$ cat config.mk
export PLATFORM = sky130hd
export DESIGN_NAME = adc_conversion_control
export DESIGN_NICKNAME = d
export VERILOG_FILES = /design/src/hdl/adc_ctrl_pkg.sv /design/src/hdl/adc_conversion_control.sv
export VERILOG_INCLUDE_DIRS = /design/src /design/src/hdl
export SDC_FILE = /design/constraint.sdc
export NUM_CORES = 1
export LEC_CHECK = 0
export BUFFER_PORTS_ARGS = -buffer_cell sky130_fd_sc_hd__buf_2
export CELL_PAD_IN_SITES_DETAIL_PLACEMENT = 0
export CELL_PAD_IN_SITES_GLOBAL_PLACEMENT = 2
export CORE_MARGIN = 2
export CORE_UTILIZATION = 33
export DETAILED_ROUTE_END_ITERATION = 16
export PLACE_DENSITY = 0.95
export SKIP_LAST_GASP = 1
export SLEW_MARGIN = 10
export SYNTH_ARGS = -nofsm -noshare
export SYNTH_HDL_FRONTEND = slang
export SYNTH_SLANG_ARGS = --single-unit
$ cat constraint.sdc
create_clock -name clk_sys -period 5.15 [get_ports clk_sys]
set_clock_uncertainty 0.1 [all_clocks]
set_input_delay 1.03 -clock clk_sys [delete_from_list [all_inputs] [get_ports clk_sys]]
set_output_delay 1.03 -clock clk_sys [all_outputs]
set_load 0.02 [all_outputs]
$ cat src/hdl/adc_ctrl_map.svh
// Register offsets, field positions, reset values and timing counts of the converter control
`ifndef ADC_CTRL_MAP_SVH
`define ADC_CTRL_MAP_SVH

`define ADC_OFS_CTRL_A    8'h00
`define ADC_OFS_CTRL_B    8'h04
`define ADC_OFS_PIN_LO    8'h08
`define ADC_OFS_PIN_HI    8'h0c
`define ADC_OFS_RES_LO    8'h10
`define ADC_OFS_RES_HI    8'h14
`define ADC_OFS_IRQ       8'h18

`define ADC_A_START       7
`define ADC_A_BUSY        6
`define ADC_A_PWR_OFF     5
`define ADC_A_ALIGN       4
`define ADC_B_INT_REF     7
`define ADC_B_BANDGAP     6
`define ADC_B_REF_SRC     4
`define ADC_IRQ_ENABLE    0
`define ADC_IRQ_GLOBAL    1
`define ADC_IRQ_FLAG      2

`define ADC_RST_PWR_OFF   1'b1
`define ADC_RST_PIN_EN    12'hfff

`define ADC_CONV_TICKS    5'h10
`define ADC_SAR_BITS      4'hc
`define ADC_LAST_CHANNEL  4'hb
`define ADC_DIV_UNDEF     3'h7

`endif

$ cat src/hdl/adc_ctrl_pkg.sv
// Types shared by the converter control block
package adc_ctrl_pkg;

    typedef enum logic [1:0] {
        CONV_IDLE,
        CONV_HELD,
        CONV_RUN
    } conv_state_t;

    typedef struct packed {
        logic [11:0] analog_pin_enables;
        logic [11:0] pin_dir_input;
        logic [11:0] pin_pullup_on;
        logic        vref_pin_takeover;
        logic        ref_source_sel;
        logic        conv_power_off;
        logic        bandgap_route;
        logic [3:0]  channel_route;
        logic        channel_valid;
    } pin_ctrl_t;

    typedef struct packed {
        conv_state_t conv_state;
        logic        start;
        logic        conv_busy_flag;
        logic        conv_power_off;
        logic        result_align_sel;
        logic [3:0]  channel_sel;
        logic        internal_ref_input_sel;
        logic        bandgap_en;
        logic        ref_source_sel;
        logic [2:0]  conv_clk_div_sel;
        logic [11:0] analog_pin_enables;
        logic        conv_irq_enable;
        logic        global_irq_enable;
        logic        conv_irq_flag;
        logic [5:0]  div_cnt;
        logic [4:0]  tick_cnt;
        logic [11:0] sar;
        logic [11:0] result;
        logic        cmp_meta;
        logic        cmp_sync;
        logic        aw_held;
        logic [7:0]  aw_addr;
        logic        w_held;
        logic [31:0] w_data;
        logic [3:0]  w_strb;
        logic        bvalid;
        logic        rvalid;
        logic [31:0] rdata;
        logic [1:0]  rresp;
        logic [1:0]  bresp;
    } adc_state_t;

endpackage

$ cat src/hdl/adc_conversion_control.sv
// Conversion control of a 12-bit successive-approximation converter with an AXI4-Lite slave
//
// Contract
// - Start high then low launches a conversion
// - Start held high resets converter, busy high
// - Hardware clears busy when conversion finishes
// - Completion sets request flag, interrupt when enabled
// - Divider select gives divide by 1 to 64
// - Converter powered only while power-off bit zero
// - Reference select takes reference pin, disables sharing
// - Pin enable makes pin converter input only
// - Pull-high disconnected on converter input pins
// - Pin enable overrides port direction setting
// - Conversion takes sixteen converter clock periods
// - Result is 12-bit code, step reference/4096
// - Channel codes 0 to 11 route inputs
// - Internal-reference select routes bandgap, drops channels
// - Format bit selects left or right alignment
//
// Our own choices: the AXI4-Lite interface to the registers and the register offsets.
`include "adc_ctrl_map.svh"

module adc_conversion_control (
    input  wire logic                     clk_sys,
    input  wire logic                     sys_rst,
    input  wire logic [7:0]               s_axi_awaddr,
    input  wire logic                     s_axi_awvalid,
    output logic                          s_axi_awready,
    input  wire logic [31:0]              s_axi_wdata,
    input  wire logic [3:0]               s_axi_wstrb,
    input  wire logic                     s_axi_wvalid,
    output logic                          s_axi_wready,
    output logic [1:0]                    s_axi_bresp,
    output logic                          s_axi_bvalid,
    input  wire logic                     s_axi_bready,
    input  wire logic [7:0]               s_axi_araddr,
    input  wire logic                     s_axi_arvalid,
    output logic                          s_axi_arready,
    output logic [31:0]                   s_axi_rdata,
    output logic [1:0]                    s_axi_rresp,
    output logic                          s_axi_rvalid,
    input  wire logic                     s_axi_rready,
    input  wire logic [11:0]              port_dir_input,
    input  wire logic [11:0]              pullup_request,
    input  wire logic                     comparator_in,
    output logic [11:0]                   sar_trial_code,
    output logic                          conv_sample,
    output logic                          conv_reset,
    output adc_ctrl_pkg::pin_ctrl_t       pin_ctrl,
    output logic                          conv_irq
);
    import adc_ctrl_pkg::*;

    adc_state_t  q;
    adc_state_t  d;
    logic        tick;
    logic [5:0]  div_mask;
    logic        do_write;
    logic        do_read;
    logic [3:0]  bit_idx;
    logic [7:0]  res_hi;
    logic [7:0]  res_lo;
    logic [7:0]  wbyte;

    ////////////////////////////////////////////////////////////////////////////
    // Converter clock enable and result formatting

    always_comb begin
        // Undefined code 111 is run as the slowest rate rather than stopping
        if (q.conv_clk_div_sel == `ADC_DIV_UNDEF) begin
            div_mask = 6'h3f;
        end else begin
            div_mask = 6'((7'h01 << q.conv_clk_div_sel) - 7'h01);
        end
    end

    assign tick    = ((q.div_cnt & div_mask) == div_mask) && !q.conv_power_off;
    assign bit_idx = 4'(`ADC_SAR_BITS - 4'h1 - q.tick_cnt[3:0]);

    always_comb begin
        if (q.result_align_sel) begin
            res_hi = {4'h0, q.result[11:8]};
            res_lo = q.result[7:0];
        end else begin
            res_hi = q.result[11:4];
            res_lo = {q.result[3:0], 4'h0};
        end
    end

    ////////////////////////////////////////////////////////////////////////////
    // Next state

    assign do_write = q.aw_held && q.w_held && !q.bvalid;
    assign do_read  = s_axi_arvalid && !q.rvalid;
    assign wbyte    = q.w_data[7:0];

    always_comb begin
        d = q;
        d.cmp_meta = comparator_in;
        d.cmp_sync = q.cmp_meta;

        // Write channel: address and data taken in either order
        if (s_axi_awvalid && !q.aw_held) begin
            d.aw_held = 1'b1;
            d.aw_addr = s_axi_awaddr;
        end
        if (s_axi_wvalid && !q.w_held) begin
            d.w_held = 1'b1;
            d.w_data = s_axi_wdata;
            d.w_strb = s_axi_wstrb;
        end
        if (q.bvalid && s_axi_bready) begin
            d.bvalid = 1'b0;
        end
        if (do_write) begin
            d.aw_held = 1'b0;
            d.w_held  = 1'b0;
            d.bvalid  = 1'b1;
            d.bresp   = 2'h0;
            if (q.w_strb[0]) begin
                unique case (q.aw_addr)
                    `ADC_OFS_CTRL_A: begin
                        d.start            = wbyte[`ADC_A_START];
                        d.conv_power_off   = wbyte[`ADC_A_PWR_OFF];
                        d.result_align_sel = wbyte[`ADC_A_ALIGN];
                        d.channel_sel      = wbyte[3:0];
                    end
                    `ADC_OFS_CTRL_B: begin
                        d.internal_ref_input_sel = wbyte[`ADC_B_INT_REF];
                        d.bandgap_en             = wbyte[`ADC_B_BANDGAP];
                        d.ref_source_sel         = wbyte[`ADC_B_REF_SRC];
                        d.conv_clk_div_sel       = wbyte[2:0];
                    end
                    `ADC_OFS_PIN_LO: d.analog_pin_enables[7:0]  = wbyte;
                    `ADC_OFS_PIN_HI: d.analog_pin_enables[11:8] = wbyte[3:0];
                    `ADC_OFS_IRQ: begin
                        d.conv_irq_enable   = wbyte[`ADC_IRQ_ENABLE];
                        d.global_irq_enable = wbyte[`ADC_IRQ_GLOBAL];
                        // Request flag may only be cleared by software
                        if (!wbyte[`ADC_IRQ_FLAG]) begin
                            d.conv_irq_flag = 1'b0;
                        end
                    end
                    `ADC_OFS_RES_LO, `ADC_OFS_RES_HI: begin
                    end
                    default: d.bresp = 2'h2;
                endcase
            end else if (q.aw_addr > `ADC_OFS_IRQ || q.aw_addr[1:0] != 2'h0) begin
                d.bresp = 2'h2;
            end
        end

        // Read channel
        if (q.rvalid && s_axi_rready) begin
            d.rvalid = 1'b0;
        end
        if (do_read) begin
            d.rvalid = 1'b1;
            d.rresp  = 2'h0;
            d.rdata  = 32'h0;
            unique case (s_axi_araddr)
                `ADC_OFS_CTRL_A: d.rdata[7:0] = {q.start, q.conv_busy_flag, q.conv_power_off,
                                                 q.result_align_sel, q.channel_sel};
                `ADC_OFS_CTRL_B: d.rdata[7:0] = {q.internal_ref_input_sel, q.bandgap_en, 1'b0,
                                                 q.ref_source_sel, 1'b0, q.conv_clk_div_sel};
                `ADC_OFS_PIN_LO: d.rdata[7:0] = q.analog_pin_enables[7:0];
                `ADC_OFS_PIN_HI: d.rdata[7:0] = {4'h0, q.analog_pin_enables[11:8]};
                `ADC_OFS_RES_LO: d.rdata[7:0] = res_lo;
                `ADC_OFS_RES_HI: d.rdata[7:0] = res_hi;
                `ADC_OFS_IRQ:    d.rdata[7:0] = {5'h0, q.conv_irq_flag, q.global_irq_enable,
                                                 q.conv_irq_enable};
                default:         d.rresp = 2'h2;
            endcase
        end

        // Converter clock divider runs free in the idle and run states; the held state clears it
        d.div_cnt = 6'(q.div_cnt + 6'h01);

        unique case (q.conv_state)
            CONV_IDLE: begin
                if (q.start) begin
                    d.conv_state     = CONV_HELD;
                    d.conv_busy_flag = 1'b1;
                end
            end
            CONV_HELD: begin
                d.div_cnt  = 6'h00;
                d.tick_cnt = 5'h00;
                d.sar      = 12'h800;
                if (!q.start) begin
                    d.conv_state = CONV_RUN;
                end
            end
            CONV_RUN: begin
                if (q.start) begin
                    // A fresh rising step aborts and re-arms the converter
                    d.conv_state = CONV_HELD;
                end else if (tick) begin
                    d.tick_cnt = 5'(q.tick_cnt + 5'h01);
                    if (q.tick_cnt < 5'(`ADC_SAR_BITS)) begin
                        // Keep the trial bit only if the input is above the trial level
                        if (!q.cmp_sync) begin
                            d.sar[bit_idx] = 1'b0;
                        end
                        if (bit_idx != 4'h0) begin
                            d.sar[4'(bit_idx - 4'h1)] = 1'b1;
                        end
                    end
                    if (d.tick_cnt == `ADC_CONV_TICKS) begin
                        d.conv_state     = CONV_IDLE;
                        d.result         = q.sar;
                        d.conv_busy_flag = 1'b0;
                        d.conv_irq_flag  = 1'b1;
                    end
                end
            end
        endcase

        // A start write landing with the clear cannot happen here, but set always wins
        if (q.start && !d.start && q.conv_state == CONV_IDLE) begin
            d.conv_busy_flag = 1'b1;
        end
    end

    ////////////////////////////////////////////////////////////////////////////
    // State register

    always_ff @(posedge clk_sys or posedge sys_rst) begin
        if (sys_rst) begin
            q                    <= '0;
            q.conv_state         <= CONV_IDLE;
            q.conv_power_off     <= `ADC_RST_PWR_OFF;
            q.analog_pin_enables <= `ADC_RST_PIN_EN;
            // Busy reads low after reset because no conversion is pending
            q.sar                <= 12'h800;
        end else begin
            q <= d;
        end
    end

    ////////////////////////////////////////////////////////////////////////////
    // Outputs

    assign s_axi_awready = !q.aw_held;
    assign s_axi_wready  = !q.w_held;
    assign s_axi_bvalid  = q.bvalid;
    assign s_axi_bresp   = q.bresp;
    assign s_axi_arready = !q.rvalid;
    assign s_axi_rvalid  = q.rvalid;
    assign s_axi_rdata   = q.rdata;
    assign s_axi_rresp   = q.rresp;

    assign sar_trial_code = q.sar;
    assign conv_sample    = q.conv_state == CONV_RUN && q.tick_cnt == 5'h00;
    assign conv_reset     = q.conv_state == CONV_HELD || q.conv_power_off;

    assign conv_irq = q.conv_irq_flag && q.conv_irq_enable && q.global_irq_enable;

    always_comb begin
        pin_ctrl.analog_pin_enables = q.analog_pin_enables;
        pin_ctrl.pin_dir_input      = port_dir_input | q.analog_pin_enables;
        pin_ctrl.pin_pullup_on      = pullup_request & ~q.analog_pin_enables;
        pin_ctrl.vref_pin_takeover  = q.ref_source_sel;
        pin_ctrl.ref_source_sel     = q.ref_source_sel;
        pin_ctrl.conv_power_off     = q.conv_power_off;
        pin_ctrl.bandgap_route      = q.internal_ref_input_sel;
        pin_ctrl.channel_route      = q.channel_sel;
        pin_ctrl.channel_valid      = !q.internal_ref_input_sel
                                      && q.channel_sel <= `ADC_LAST_CHANNEL;
    end

endmodule

==> impl_metrics.csv, run 1 <==
group,metric,value,unit
finish,final_cell_mix,"131 x buf_2, 85 x dfrtp_1, 62 x mux2_2",
drt,vias,4080,
clocking,cts_inserted_buffers,9,
hold_path,holdCritPathClass,"reg2reg",
worst_setup_path,startpoint,"q[110]",
logic_synthesis,yosys-top-cells-area,"dfrtp_1 38%, mux2_2 13%, buf_4 9.2%",
timing,relSlewSlack,30.0,%
placed_design,hpwl,9.87,mm
timing,fmax,0.341,GHz
clocking,cts_setup_buffers,0,
logic_synthesis,yosysTopAreaCellShare,38.1,%
hold_path,hold_path_end,"q[84]",
drt,wl,12.9,mm
timing,fin_setup_tns,0,ns
logic_synthesis,yosysWarnings,0,
logic_synthesis,synth_ff_type,"dfrtp_1",
worst_setup_path,rr_endpoint,"q[94]",
hold_path,whs_path_depth,0,
clocking,cts.htree.levels,3,
run,max_cap_violations,0,
clocking,holdBufCountCts,0,
placed_design,dpl_worst_slack,2.33,ns
logic_synthesis,yosysUniqueCellTypes,52,
timing,rsz0062_at_grt,"no",
timing,tightestPinTransition,1.05,ns
status,run_status,"finished clean",
logic_synthesis,ys_seq_area_share,44.7,%
global_route,grt_overflow_total,0,
finish,final_nets,717,
placed_design,port-buffer-count,131,
global_route,track_usage,14.8,%
die,num_rows,47,
worst_setup_path,worstPathArrival,1.80,ns
timing,fin_crit_sh,56.9,%
timing,period_minus_slack,2.93,ns
finish,n_antenna_cell,0,
global_route,grt_pass1_vias,4025,
timing,worst_slack,2.22,ns
clocking,cts_buffer_depth,2,
pwr,p_leak,2.99,nW
logic_synthesis,avgSynthCellArea,10.3,um2
timing,setup_viol,0,
die,die_area,0.0180,mm2
clocking,clock_latency,0.35,ns
timing,slew_violations,0,
die,core,0.0165,mm2
clocking,root_buffer,"clkbuf_16",
logic_synthesis,yosysTopAreaCell,"dfrtp_1",
global_route,grt_pass1_wl,21.0,mm
timing,finalHoldViolations,0,
logic_synthesis,async_flop_share,100,%
drt,routedWlPerCell,15.2,um
clocking,tritoncts,"yes",
drt,drc,0,
global_route,antenna_found_initial,0,
drt,met3_length,568,um
die,die-width,134,um
drt,routed.top_layer,"met4",
worst_setup_path,reg2reg_depth,5,
clocking,clock_sinks,99,
worst_setup_path,r2r-start,"q[110]",
logic_synthesis,synth_area,0.00558,mm2
clocking,cts_resized,0,
drt,dr.first_iter.drc_count,257,
drt,wl_met2,6.41,mm
finish,syn2layout_area_growth,13.7,%
finish,final_common_cell,"buf_2",
worst_setup_path,critPathMaxFanout,9,
drt,viasPerCell,4.81,
die,boundaryPins,185,
clocking,clk_pin_slew,0.07,ns
die,start_util,33.8,%
finish,drive_gt1_share,38.8,%
worst_setup_path,cp-start-kind,"register",
pwr,power.density,450,mW/mm2
drt,ant_nets,0,
logic_synthesis,synthCells,541,
worst_setup_path,required,4.02,ns
hold_path,hp-start,"d[84]",
logic_synthesis,ys_ff_latch,99,
worst_setup_path,reg2reg_slack,2.62,ns
die,dieHeight,134,um
worst_setup_path,end_kind,"primary output",
logic_synthesis,synth_edf_count,0,
drt,dr.pass1.iters,4,
drt,wl_met1,5.77,mm
worst_setup_path,critical_path_class,"reg2out",
pwr,ir_drop,0.000202,V
global_route,grt_max_degree,64,
placed_design,gp_congestion,0.832,
final cells by class:
type                    count  area [um2]
clock buffers              11         243
clock inverters             5        61.3
fillers                  1631       10200
inverters                  27         104
multi-input cells         354        2490
flip-flops and latches     99        2490
well taps                 220         275
repair buffers            133         671
flip-flops by register name, summed over array words and instances, names as in the netlist:
signal	cells
s_axi_rvalid	1
s_axi_rresp	1
s_axi_bresp	1
sar_trial_code	12
d	1
q	55
s_axi_bvalid	1
pin_ctrl	19
s_axi_rdata	8
logic make-up (layout without fill, tap and decap cells):
| group | Yosys count | count (layout) | synth area share (%) |
|---|---|---|---|
| XOR/XNOR | 7 | 7 | 1.10 |
| buffers and inverters | 113 | 176 | 12.2 |
| AO/OA/AOI/OAI | 81 | 81 | 9.91 |
| adder cells (fa/ha/maj) | 9 | 9 | 2.02 |
| flip-flops | 99 | 99 | 44.7 |
| multiplexers | 71 | 71 | 14.1 |
| other | 1 | 26 | 0.0672 |
| AND/OR/NAND/NOR | 160 | 160 | 15.8 |
routing by layer:
metal / vias to the layer above / track usage (%)
li1: 1968 / -
met1: 1989 / 18.8
met2: 110 / 25.4
met3: 13 / 2.49
met4: 0 / 5.38
met5: - / 0
through the flow:
step,instances,power (mW),instance area [um2],util (%),hold slack (ns)
after floorplan,566,1.96,5670,-,0.231
after global placement,833,2.15,6040,36.5,0.244
after detailed placement,833,2.19,6040,36.5,0.247
after CTS,849,2.89,6340,38.4,0.264
after global routing,849,3.05,6340,38.4,0.270
final,849,2.86,6340,38.4,0.264
worst max path at each step:
stage                endpoint  cells after the start
6_report          conv_sample                      5
3_3_place_gp   s_axi_rdata[5]                      6
4_1_cts           conv_sample                      5
2_1_floorplan           d[84]                      1
3_5_place_dp   s_axi_rdata[3]                      6
5_1_grt           conv_sample                      5
where the power goes:
part / internal [mW] / switching (mW) / total [mW] / leakage, nW
clock: 0.392 / 0.297 / 0.689 / 0.138
combinational: 0.390 / 0.575 / 0.964 / 1.60
sequential: 0.977 / 0.227 / 1.20 / 1.25
total: 1.76 / 1.10 / 2.86 / 2.99
Yosys cell counts (4+ instances only):
library cell and instances:
nand2_1 42, o21a_1 4, buf_4 68, dfrtp_1 85, ha_1 9, inv_1 27, clkbuf_1 14, nand3b_1 6
mux2i_1 9, nor2b_1 25, o221ai_1 11, a2bb2oi_1 4, o21ai_0 21, or2_2 12, and2_1 4, xor2_1 4
dfstp_2 14, nor3_1 5, a22oi_1 4, a21oi_1 12, nand3_1 18, nor2_1 20, o22ai_1 7, mux2_2 62
nand4_1 9, nand2b_1 5
worst max-delay path, stage by stage, from the launching register on:
cell	delay [ns]
dfrtp_1	0.48
inv_1	0.12
ha_1	0.27
nand2_1	0.09
nor3_1	0.26
buf_2	0.23
Note: power is estimated with default switching activity, not from simulation.
==> inputs of run 2 (changes only) <==
--- a/config.mk
+++ b/config.mk
@@ -10,9 +10,9 @@
 export CELL_PAD_IN_SITES_DETAIL_PLACEMENT = 0
 export CELL_PAD_IN_SITES_GLOBAL_PLACEMENT = 2
 export CORE_MARGIN = 2
-export CORE_UTILIZATION = 33
+export CORE_UTILIZATION = 28
 export DETAILED_ROUTE_END_ITERATION = 16
-export PLACE_DENSITY = 0.95
+export PLACE_DENSITY = 0.88
 export SKIP_LAST_GASP = 1
 export SLEW_MARGIN = 10
 export SYNTH_ARGS = -nofsm -noshare
==> constraint.sdc (replaced) <==
create_clock -name clk_sys -period 2.5 [get_ports clk_sys]
set_clock_uncertainty 0.1 [all_clocks]
set_input_delay 0.5 -clock clk_sys [delete_from_list [all_inputs] [get_ports clk_sys]]
set_output_delay 0.5 -clock clk_sys [all_outputs]
set_load 0.02 [all_outputs]
==> impl_metrics.csv, run 2 (synthesis results as in run 1) <==
group,metric,value,unit
worst_setup_path,crit_slowest_cell,"or4_4",
drt,dr.pass1.iters,4,
status,run_status,"finished clean",
placed_design,gp_congestion,0.804,
die,core,0.0195,mm2
drt,routedWlPerCell,14.4,um
worst_setup_path,slowest_delay,0.57,ns
die,dieHeight,145,um
pwr,p_comb_share,34.9,%
worst_setup_path,startpoint,"q[76]",
global_route,grt_overflow_total,0,
timing,relSlewSlack,56.8,%
worst_setup_path,required,2.63,ns
placed_design,hpwl,10.2,mm
worst_setup_path,path_cells,"or4_4, nor4_4, nor3b_4, mux2_2",
global_route,grt_max_degree,70,
worst_setup_path,cp_top_family,"simple AND/OR/NAND/NOR gates",
worst_setup_path,cp-start-kind,"register",
die,die-width,145,um
drt,dr.first_iter.drc_count,187,
timing,fmax,0.426,GHz
pwr,intPower,3.69,mW
worst_setup_path,crit_buf_inv,0,
timing,fin_crit_sh,94.0,%
pwr,ir_drop,0.000305,V
hold_path,holdCritPathClass,"in2async",
pwr,p_seq_share,41.1,%
clocking,cts_inserted_buffers,9,
finish,syn2layout_area_growth,18.1,%
worst_setup_path,r2r-start,"q[76]",
drt,vias,4098,
timing,finalHoldViolations,0,
run,max_cap_violations,0,
worst_setup_path,critical_path_class,"reg2reg",
drt,drc,0,
timing,tightestPinTransition,0.647,ns
drt,routed.top_layer,"met4",
worst_setup_path,worstPathArrival,2.48,ns
drt,wl,13.2,mm
finish,final_cell_count_no_fill,915,
clocking,clk_pin_slew,0.07,ns
placed_design,postPlaceCellArea,0.00627,mm2
finish,final_common_cell,"buf_2",
clocking,cts_setup_buffers,0,
timing,rsz0062_at_grt,"no",
worst_setup_path,critPathMaxFanout,7,
finish,largest_register_ffs,55,
clocking,cts_resized,0,
finish,final_cell_area,0.00659,mm2
pwr,pwr-share-clk,24.0,%
finish,final_cell_mix,"131 x buf_2, 85 x dfrtp_1, 62 x mux2_2",
clocking,clock_sinks,99,
pwr,power.density,915,mW/mm2
worst_setup_path,end_kind,"register",
pwr,switchingPower,2.33,mW
timing,slew_violations,0,
clocking,cts.htree.levels,3,
timing,period_minus_slack,2.35,ns
clocking,cts_buffer_depth,2,
pwr,power_switching_share,38.7,%
clocking,holdBufCountCts,0,
global_route,grt_pass1_wl,21.1,mm
finish,final_nets,737,
die,start_util,28.6,%
clocking,root_buffer,"clkbuf_16",
global_route,antenna_found_initial,0,
timing,fin_setup_tns,0,ns
finish,drive_gt1_share,41.0,%
die,die_area,0.0211,mm2
drt,wl_met2,6.49,mm
timing,setup_viol,0,
placed_design,port-buffer-count,131,
finish,regMostFlops,"q",
drt,ant_nets,0,
placed_design,dp.cells,898,
global_route,track_usage,12.5,%
die,num_rows,51,
global_route,grt_pass1_vias,3920,
clocking,clock_latency,0.35,ns
clocking,tritoncts,"yes",
drt,wl_met1,5.98,mm
die,boundaryPins,185,
drt,met3_length,544,um
drt,viasPerCell,4.48,
pwr,p_leak,3.10,nW
==> run 2: power groups by stage <==
stage / registers [mW] / logic [mW] / clock network, mW
finish: 2.48 / 2.10 / 1.44
global route: 2.56 / 2.33 / 1.55
CTS: 2.49 / 2.12 / 1.49
detailed placement: 2.52 / 2.11 / 0
global placement: 2.49 / 2.09 / 0
floorplan: 2.33 / 1.70 / 0
==> run 2: through the flow <==
step	power [mW]	utilization, %	worst slack [ns]	hold slack [ns]
floorplan	4.03	-	0.369	0.231
global placement	4.58	32.1	0.199	0.235
detailed placement	4.62	32.1	0.142	0.240
CTS	6.09	33.7	0.0236	0.0218
global route	6.44	33.7	0.0189	0.0387
finish	6.02	33.7	0.151	0.0254
==> run 2: worst paths after layout <==
check | endpoint | slack, ns | cells after the start
min reg2reg | q[84] | 0.26 | 0
max | pin_ctrl[2] | 0.15 | 4
max reg2reg | pin_ctrl[2] | 0.15 | 4
max in group asynchronous | pin_ctrl[36] | 1.56 | 3
min | q[75] | 0.03 | 2
min in group clk_sys | d[84] | 0.17 | 1
==> run 2: cell type report <==
cell class / instances / area (um2)
clock buffers: 9 / 225
diodes: 1 / 2.50
well taps: 265 / 332
inverters: 27 / 105
clock inverters: 7 / 82.6
flip-flops and latches: 99 / 2490
repair buffers: 153 / 846
multi-input cells: 354 / 2500
fillers: 1994 / 12900
==> run 2: per-layer routing <==
metal  track usage (%)  vias up
li1                  -     2012
met1              15.9     1975
met2              21.4      101
met3              2.64       10
met4              3.53        0
met5                 0        -
